`src/logic/scd_pkg.sv`:
```
package scd_pkg;

    // ************************************************************
    // clock and timing
    // ************************************************************
    localparam int unsigned SCD_CLK_PERIOD_NS = 40;
    // straps must settle this long after reset release before capture
    localparam int unsigned SCD_SETTLE_NS = 10000;
    localparam int unsigned SCD_SETTLE_CYC =
        (SCD_SETTLE_NS + SCD_CLK_PERIOD_NS - 1) / SCD_CLK_PERIOD_NS;

    // ************************************************************
    // register map, byte addresses
    // ************************************************************
    localparam int unsigned SCD_ADDR_W = 5;
    localparam logic [SCD_ADDR_W-1:0] SCD_OFS_CTRL = 5'h00;
    localparam logic [SCD_ADDR_W-1:0] SCD_OFS_STRAP = 5'h04;
    localparam logic [SCD_ADDR_W-1:0] SCD_OFS_IRQ_STAT = 5'h08;
    localparam logic [SCD_ADDR_W-1:0] SCD_OFS_IRQ_CLR = 5'h0c;
    localparam logic [SCD_ADDR_W-1:0] SCD_OFS_IRQ_EN = 5'h10;

    // ctrl fields
    localparam int unsigned SCD_CTRL_W = 2;
    localparam int unsigned SCD_CTRL_DIAG_DONE = 0;
    localparam int unsigned SCD_CTRL_FORCE_FAULT = 1;
    localparam logic [SCD_CTRL_W-1:0] SCD_CTRL_RST = 2'h0;

    // strap status fields
    localparam int unsigned SCD_ST_ID = 0;
    localparam int unsigned SCD_ST_FORCE_SE = 4;
    localparam int unsigned SCD_ST_WP = 5;
    localparam int unsigned SCD_ST_ERASE = 6;
    localparam int unsigned SCD_ST_TERMPWR = 7;
    localparam int unsigned SCD_ST_ACT_SEL = 8;
    localparam int unsigned SCD_ST_TERM = 9;
    localparam int unsigned SCD_ST_LATCHED = 10;
    localparam int unsigned SCD_ST_SE_MODE = 11;
    localparam int unsigned SCD_ST_ERASE_ACT = 12;

    // interrupt fields, shared by status, clear and enable
    localparam int unsigned SCD_IRQ_W = 4;
    localparam int unsigned SCD_IRQ_LATCHED = 0;
    localparam int unsigned SCD_IRQ_ERASE_DONE = 1;
    localparam int unsigned SCD_IRQ_FAULT = 2;
    localparam int unsigned SCD_IRQ_MODE = 3;
    localparam logic [SCD_IRQ_W-1:0] SCD_IRQ_RST = 4'h0;

    localparam logic [31:0] SCD_RDATA_RST = 32'h0000_0000;

    // ************************************************************
    // strap carriers, 1 = jumper fitted unless named _n
    // ************************************************************
    typedef struct packed {
        logic act_sel;
        logic termpwr;
        logic erase;
        logic wp;
        logic force_se;
        logic term;
        logic [3:0] id;
    } scd_hdr_t;

    typedef struct packed {
        logic wp_n;
        logic term_n;
        logic [3:0] id;
    } scd_aux_t;

    typedef struct packed {
        scd_aux_t aux;
        scd_hdr_t hdr;
    } scd_straps_t;

    localparam int unsigned SCD_STRAP_W = $bits(scd_straps_t);

    // decoded configuration
    typedef struct packed {
        logic force_se;
        logic wp;
        logic erase;
        logic term_en;
        logic termpwr_en;
        logic act_sel;
        logic [3:0] bus_id;
    } scd_cfg_t;

    localparam scd_cfg_t SCD_CFG_RST = '0;

endpackage

```
`src/logic/scd_strap_latch.sv`:
```
`timescale 1ns/100ps

module scd_strap_latch import scd_pkg::*; #(
    parameter int unsigned WIDTH = SCD_STRAP_W,
    parameter int unsigned SETTLE_CYC = SCD_SETTLE_CYC
) (
    input wire logic sys_clk_in,
    input wire logic reset_n_in,
    input wire logic [WIDTH-1:0] raw_in,
    output logic [WIDTH-1:0] data_out,
    output logic valid_out
);

    localparam int unsigned CW = $clog2(SETTLE_CYC + 1);

    if (WIDTH < 1 || SETTLE_CYC < 1) begin : g_bad_param
        $error("scd_strap_latch needs WIDTH and SETTLE_CYC of at least one");
    end

    typedef struct packed {
        logic [CW-1:0] cnt;
        logic done;
        logic [WIDTH-1:0] data;
    } scd_latch_st_t;

    scd_latch_st_t s_q;
    scd_latch_st_t s_d;

    // ************************************************************
    // single capture after settle time, then frozen until reset
    // ************************************************************
    always_comb begin
        s_d = s_q;
        if (!s_q.done) begin
            if (s_q.cnt == CW'(SETTLE_CYC - 1)) begin
                s_d.data = raw_in;
                s_d.done = 1'b1;
            end else begin
                s_d.cnt = s_q.cnt + CW'(1);
            end
        end
    end

    always_ff @(posedge sys_clk_in) begin
        if (!reset_n_in) begin
            s_q <= '0;
        end else begin
            s_q <= s_d;
        end
    end

    assign data_out = s_q.data;
    assign valid_out = s_q.done;

endmodule

```
`src/logic/scd_strap_cfg.sv`:
```
// Chosen here: register access over Avalon-MM and the address map.
`timescale 1ns/100ps

module scd_strap_cfg import scd_pkg::*; #(
    parameter int unsigned SETTLE_CYC = SCD_SETTLE_CYC
) (
    input wire logic sys_clk_in,
    input wire logic reset_n_in,
    // straps, synchronous to the clock
    input wire scd_hdr_t hdr_strap_in,
    input wire scd_aux_t aux_strap_in,
    // status from the rest of the drive
    input wire logic bus_lvd_detect_in,
    input wire logic fault_in,
    input wire logic cmd_active_in,
    input wire logic erase_done_in,
    // configuration to the rest of the drive
    output logic se_mode_out,
    output logic write_protect_out,
    output logic erase_start_out,
    output logic erase_active_out,
    output logic term_en_out,
    output logic termpwr_en_out,
    output logic act_led_sel_out,
    output logic [3:0] bus_id_out,
    output logic cfg_valid_out,
    // open-drain fault and busy LED pins, sink when enabled; act LED driven directly, no enable
    output logic fault_led_out,
    output logic fault_led_oe_out,
    output logic busy_led_out,
    output logic busy_led_oe_out,
    output logic act_led_out,
    // avalon-mm slave
    input wire logic [SCD_ADDR_W-1:0] avs_address_in,
    input wire logic avs_read_in,
    input wire logic avs_write_in,
    input wire logic [31:0] avs_writedata_in,
    input wire logic [3:0] avs_byteenable_in,
    output logic [31:0] avs_readdata_out,
    output logic avs_waitrequest_out,
    output logic irq_out
);

    if (SETTLE_CYC < 1) begin : g_bad_param
        $error("scd_strap_cfg needs SETTLE_CYC of at least one");
    end

    typedef struct packed {
        logic waitreq;
        logic [31:0] rdata;
        logic [SCD_CTRL_W-1:0] ctrl;
        logic [SCD_IRQ_W-1:0] irq_stat;
        logic [SCD_IRQ_W-1:0] irq_en;
        logic irq;
        logic applied;
        scd_cfg_t cfg;
        logic se_mode;
        logic wp_eff;
        logic erase_start;
        logic erase_active;
        logic fault_led;
        logic busy_led;
        logic act_led;
        logic fault_prev;
    } scd_state_t;

    scd_state_t s_q;
    scd_state_t s_d;

    scd_straps_t raw;
    scd_straps_t lat;
    logic lat_valid;

    // ************************************************************
    // strap capture
    // ************************************************************
    assign raw.hdr = hdr_strap_in;
    assign raw.aux = aux_strap_in;

    scd_strap_latch #(
        .WIDTH(SCD_STRAP_W),
        .SETTLE_CYC(SETTLE_CYC)
    ) u_latch (
        .sys_clk_in(sys_clk_in),
        .reset_n_in(reset_n_in),
        .raw_in(raw),
        .data_out(lat),
        .valid_out(lat_valid)
    );

    // ************************************************************
    // strap decode
    // ************************************************************
    scd_cfg_t dec;

    always_comb begin
        dec = SCD_CFG_RST;
        dec.force_se = lat.hdr.force_se;
        dec.wp = lat.hdr.wp | ~lat.aux.wp_n;
        dec.erase = lat.hdr.erase;
        dec.term_en = lat.hdr.term | ~lat.aux.term_n;
        dec.termpwr_en = lat.hdr.termpwr;
        dec.act_sel = lat.hdr.act_sel;
        dec.bus_id = lat.hdr.id | lat.aux.id;
    end

    // ************************************************************
    // bus access decode
    // ************************************************************
    logic req;
    logic fire;
    logic wr_fire;
    logic [31:0] rd_mux;
    logic [SCD_IRQ_W-1:0] irq_clr;
    logic [SCD_IRQ_W-1:0] irq_set;
    logic diag;
    logic se_next;

    assign req = avs_read_in | avs_write_in;
    // a transfer completes on the edge where waitrequest is low
    assign fire = req & ~s_q.waitreq;
    assign wr_fire = fire & avs_write_in & avs_byteenable_in[0];
    assign diag = ~s_q.ctrl[SCD_CTRL_DIAG_DONE];

    always_comb begin
        rd_mux = 32'h0000_0000;
        unique case (avs_address_in)
            SCD_OFS_CTRL: begin
                rd_mux[SCD_CTRL_W-1:0] = s_q.ctrl;
            end
            SCD_OFS_STRAP: begin
                rd_mux[SCD_ST_ID +: 4] = s_q.cfg.bus_id;
                rd_mux[SCD_ST_FORCE_SE] = s_q.cfg.force_se;
                rd_mux[SCD_ST_WP] = s_q.cfg.wp;
                rd_mux[SCD_ST_ERASE] = s_q.cfg.erase;
                rd_mux[SCD_ST_TERMPWR] = s_q.cfg.termpwr_en;
                rd_mux[SCD_ST_ACT_SEL] = s_q.cfg.act_sel;
                rd_mux[SCD_ST_TERM] = s_q.cfg.term_en;
                rd_mux[SCD_ST_LATCHED] = s_q.applied;
                rd_mux[SCD_ST_SE_MODE] = s_q.se_mode;
                rd_mux[SCD_ST_ERASE_ACT] = s_q.erase_active;
            end
            SCD_OFS_IRQ_STAT: begin
                rd_mux[SCD_IRQ_W-1:0] = s_q.irq_stat;
            end
            SCD_OFS_IRQ_EN: begin
                rd_mux[SCD_IRQ_W-1:0] = s_q.irq_en;
            end
            default: begin
                // clear register and unmapped addresses read zero
                rd_mux = 32'h0000_0000;
            end
        endcase
    end

    always_comb begin
        irq_clr = '0;
        if (wr_fire && avs_address_in == SCD_OFS_IRQ_CLR) begin
            irq_clr = avs_writedata_in[SCD_IRQ_W-1:0];
        end
    end

    // ************************************************************
    // mode select, events
    // ************************************************************
    always_comb begin
        if (!s_q.applied) begin
            se_next = 1'b1;
        end else if (s_q.cfg.force_se) begin
            se_next = 1'b1;
        end else begin
            se_next = ~bus_lvd_detect_in;
        end
    end

    always_comb begin
        irq_set = '0;
        irq_set[SCD_IRQ_LATCHED] = lat_valid & ~s_q.applied;
        irq_set[SCD_IRQ_ERASE_DONE] = s_q.erase_active & erase_done_in;
        irq_set[SCD_IRQ_FAULT] = fault_in & ~s_q.fault_prev;
        irq_set[SCD_IRQ_MODE] = s_q.applied & (se_next != s_q.se_mode);
    end

    // ************************************************************
    // next state
    // ************************************************************
    always_comb begin
        s_d = s_q;

        // answer one cycle after the request appears
        s_d.waitreq = 1'b1;
        if (req && s_q.waitreq) begin
            s_d.waitreq = 1'b0;
            s_d.rdata = avs_read_in ? rd_mux : 32'h0000_0000;
        end

        if (wr_fire && avs_address_in == SCD_OFS_CTRL) begin
            s_d.ctrl = avs_writedata_in[SCD_CTRL_W-1:0];
        end
        if (wr_fire && avs_address_in == SCD_OFS_IRQ_EN) begin
            s_d.irq_en = avs_writedata_in[SCD_IRQ_W-1:0];
        end

        // a new event wins over a clear in the same cycle
        s_d.irq_stat = (s_q.irq_stat & ~irq_clr) | irq_set;
        s_d.irq = |(s_d.irq_stat & s_d.irq_en);

        // decoded straps taken exactly once
        s_d.erase_start = 1'b0;
        if (lat_valid && !s_q.applied) begin
            s_d.applied = 1'b1;
            s_d.cfg = dec;
            // erase is not gated by write protection
            s_d.erase_start = dec.erase;
            s_d.erase_active = dec.erase;
        end else if (s_q.erase_active && erase_done_in) begin
            s_d.erase_active = 1'b0;
        end

        s_d.se_mode = se_next;
        s_d.wp_eff = s_q.applied & s_q.cfg.wp;

        // LED pins are separate drivers, never paused to read the ID jumper
        s_d.fault_led = diag | fault_in | s_q.ctrl[SCD_CTRL_FORCE_FAULT];
        s_d.busy_led = diag | cmd_active_in;
        s_d.act_led = s_q.applied & s_q.cfg.act_sel & (diag | cmd_active_in);
        s_d.fault_prev = fault_in;
    end

    always_ff @(posedge sys_clk_in) begin
        if (!reset_n_in) begin
            s_q.waitreq <= 1'b1;
            s_q.rdata <= SCD_RDATA_RST;
            s_q.ctrl <= SCD_CTRL_RST;
            s_q.irq_stat <= SCD_IRQ_RST;
            s_q.irq_en <= SCD_IRQ_RST;
            s_q.irq <= 1'b0;
            s_q.applied <= 1'b0;
            s_q.cfg <= SCD_CFG_RST;
            s_q.se_mode <= 1'b1;
            s_q.wp_eff <= 1'b0;
            s_q.erase_start <= 1'b0;
            s_q.erase_active <= 1'b0;
            s_q.fault_led <= 1'b1;
            s_q.busy_led <= 1'b1;
            s_q.act_led <= 1'b0;
            s_q.fault_prev <= 1'b0;
        end else begin
            s_q <= s_d;
        end
    end

    // ************************************************************
    // outputs
    // ************************************************************
    assign se_mode_out = s_q.se_mode;
    assign write_protect_out = s_q.wp_eff;
    assign erase_start_out = s_q.erase_start;
    assign erase_active_out = s_q.erase_active;
    assign term_en_out = s_q.cfg.term_en;
    assign termpwr_en_out = s_q.cfg.termpwr_en;
    assign act_led_sel_out = s_q.cfg.act_sel;
    assign bus_id_out = s_q.cfg.bus_id;
    assign cfg_valid_out = s_q.applied;
    // open-drain: value is a constant low level, enable lights the LED
    assign fault_led_out = s_q.rdata[31] & 1'b0;
    assign fault_led_oe_out = s_q.fault_led;
    assign busy_led_out = s_q.rdata[31] & 1'b0;
    assign busy_led_oe_out = s_q.busy_led;
    assign act_led_out = s_q.act_led;
    assign avs_readdata_out = s_q.rdata;
    assign avs_waitrequest_out = s_q.waitreq;
    assign irq_out = s_q.irq;

endmodule

```
`config.mk`:
```
export PLATFORM = sky130hd
export DESIGN_NAME = scd_strap_cfg
export DESIGN_NICKNAME = d
export VERILOG_FILES = /design/src/logic/scd_pkg.sv /design/src/logic/scd_strap_latch.sv /design/src/logic/scd_strap_cfg.sv
export SDC_FILE = /design/constraint.sdc
export NUM_CORES = 1
export LEC_CHECK = 0
export ABC_AREA = 1
export BUFFER_PORTS_ARGS = -buffer_cell sky130_fd_sc_hd__buf_2
export CORE_MARGIN = 10
export CORE_UTILIZATION = 30
export CTS_BUF_LIST = sky130_fd_sc_hd__clkbuf_8
export CTS_CLUSTER_DIAMETER = 200
export DETAILED_ROUTE_END_ITERATION = 7
export RECOVER_POWER = 50
export SLEW_MARGIN = 40
export SYNTH_ARGS = -nofsm -noshare
export SYNTH_HDL_FRONTEND = slang
export SYNTH_SLANG_ARGS = --single-unit
```
`constraint.sdc`:
```
create_clock -name sys_clk_in -period 1.2 [get_ports sys_clk_in]
set_input_delay 0.24 -clock sys_clk_in [delete_from_list [all_inputs] [get_ports sys_clk_in]]
set_output_delay 0.24 -clock sys_clk_in [all_outputs]
set_load 0.01 [all_outputs]
```
==> metrics.yaml <==
vias_per_cell: 4.29
hold_class: "in2reg"
rsz0062_at_grt: "yes"
die_area_sq_um: 14700
fin_crit_sh_pct: 110
initial_core_util_pct: 31.2
seq_area_sq_um: 1390
cts_buffers: 9
wl_per_cell_microns: 12.4
rr_endpoint: "u_latch.data_out[0]"
whs_path_depth: 2
regToRegSetupSlack_ns: -0.12
mostFrequentLayoutCells: "72 x nand2_1, 61 x dfxtp_1, 50 x buf_2, 42 x a21oi_1, 41 x inv_1"
ctsHoldBuffers: 0
fmax_mhz: 758
synth_top_area_cell: "dfxtp_1"
cap_violations: 0
worstHoldStart: "erase_done_in"
place_congestion: 0.847
first_pass_iters: 4
fin_crit_ns: 1.32
route.detailed.drc: 0
clock_skew_ns: 0.00799
grt_use_total_pct: 10.4
p_comb_share_pct: 7.4
yosysUniqueCellTypes: 28
whs_endpoint: "erase_active_out"
switching_share_pct: 24.5
yosysSeqAreaShare_pct: 44.9
ioPinCount: 116
synthTopCellsByArea: "dfxtp_1 45%, buf_4 9.3%, nand2_1 9.0%, a21oi_1 7.0%, inv_1 5.1%"
grt_max_degree: 33
tritoncts: "done"
antenna_found_initial: 1
nFillCells: 1065
synth_top_area_share_pct: 44.9
grt-ovfl-total: 0
hold_viol: 0
finalWirelength_mm: 7.66
report.final.slew_viol_count: 0
vias: 2647
ir_drop_uv: 687
dieHeight_microns: 121
intPower_mw: 3.46
power_leakage_nw: 1.69
dp_hpwl_mm: 5.97
synth.avg_cell_area_sq_um: 7.71
worstReg2RegStart: "u_latch.s_q[18]"
synthCells: 399
violations: "negative setup slack"
ant_nets: 0
dp_slack_ns: -0.166
cp_max_fo: 32
final_cell_area_sq_um: 3860
critPathLaunchType: "flop"
switchingPower_mw: 1.12
h-tree-depth: 3
place_area_sq_um: 3610
crit_path_end_kind: "flop"
reg2reg_depth: 8
cp.arrival_ns: 1.56
required_ns: 1.44
drt_iter0_drc: 111
power_frac_clock_pct: 42.0
core_sq_um: 9860
multi_input_area_sq_um: 1290
cts_buffer_depth: 2
final_common_cell: "nand2_1"
rows: 36
power_per_cell_area_nw_per_um2: 1190
grt_pass1_wl_mm: 12.3
clk-insertion-delay-late_ns: 0.35
yosys_register_bits: 69
die_w_microns: 121
drive_gt1_share_pct: 30.6
nNetsFinal: 545
run_status: "finished, violations left"
cts-root-buf: "clkbuf_8"
clk_pin_slew_ns: 0.08
yosysWarnings: 0
criticalPathCategory: "reg2reg"
area_growth_syn_to_layout_pct: 25.5
pwr-share-seq_pct: 50.7
worst_slack_ns: -0.120
cts.sinks: 69
portBuffers: 63
synth_area_sq_um: 3080
setup_viol: 29
grt_pass1_vias: 2599
[worst max path at each step]
stage	end	depth (start not counted)	start	slack (ns)
final	u_latch.data_out[0]	8	u_latch.s_q[18]	-0.12
after global routing	u_latch.s_q[24]	11	u_latch.s_q[18]	-0.25
after CTS	u_latch.data_out[7]	8	u_latch.s_q[18]	-0.12
after detailed placement	u_latch.data_out[1]	8	u_latch.s_q[18]	-0.17
after global placement	irq_out	11	avs_address_in[1]	-0.15
after floorplan	u_latch.data_out[10]	8	u_latch.s_q[18]	-0.08
[critical path, stage by stage, from the launching register on]
cell	delay [ns]
dfxtp_2	0.33
inv_2	0.05
ha_4	0.13
nand2_4	0.05
nor3_4	0.15
nand3_2	0.12
buf_12	0.18
o21ai_0	0.14
a21oi_1	0.05
[what timing repair did]
action | CTS | global route
buffers inserted | 1 | 3
endpoints found under the setup margin | 38 | 43
resized for setup | 13 | 17
pin swaps | 3 | 6
hold endpoints to repair | 0 | 0
[through the flow]
step | total power, mW | std cells | util [%] | TNS [ns] | hold slack, ns
after floorplan | 2.58 | 419 | - | -1.22 | 0.333
after global placement | 2.68 | 596 | 36.6 | -3.12 | 0.417
after detailed placement | 2.69 | 596 | 36.6 | -4.38 | 0.429
after CTS | 4.61 | 613 | 39.0 | -2.23 | 0.0757
after global routing | 4.77 | 616 | 39.1 | -6.09 | 0.0815
final | 4.58 | 617 | 39.2 | -2.31 | 0.0911
[layer usage]
metal / global-route usage [%] / part of all wire, % / wire length [microns] / vias up
met2: 15.3 / 44 / 3370 / 85
met3: 5.12 / 8.4 / 641 / 8
met1: 13.0 / 47 / 3590 / 1170
li1: - / - / - / 1384
met5: 0 / 0 / 0 / -
met4: 3.20 / 0.73 / 56 / 0
[kinds of logic after synthesis]
group / Yosys count / synth area share, %
and+or+nand+nor: 135 / 21.2
buffers and inverters: 100 / 17.1
other: 1 / 0.122
adders and majority gates: 2 / 0.813
AOI/OAI and AO/OA: 92 / 15.9
DFF: 69 / 44.9
[synth_stat cells (all sizes together)]
cell	number
nand2	80
dfxtp	69
inv	47
a21oi	44
buf	44
o21ai	41
nor2	25
nand3	21
clkbuf	8
a31oi	6
nor3	5
nand4	4
ha	2
clkinv	1
conb	1
o31ai	1
[sequential cells by signal, summed over array words and instances, names as in the netlist, 4 cells and up]
register          flops
u_latch.s_q           8
s_q                  14
u_latch.data_out     16
avs_readdata_out     13
bus_id_out            4
[area by class of cell]
class                      instances  share of cell area, %
sequential                        69                   36.1
multi-input combinational        250                   33.3
timing repair buffer             100                   16.3
inverter                          48                   4.73
tap                              133                   4.31
clock buffer                      10                   3.56
clock inverter                     6                   1.59
antenna                            1                 0.0648
[power by group through the flow]
stage                     Clock [mW]  Combinational (mW)  Sequential [mW]
after floorplan                    0               0.208             2.38
after global placement             0               0.313             2.37
after detailed placement           0               0.318             2.37
after CTS                       1.96               0.328             2.32
after global routing            2.07               0.378             2.32
final                           1.92               0.337             2.32
No activity file was read; power rests on OpenSTA's default activity.
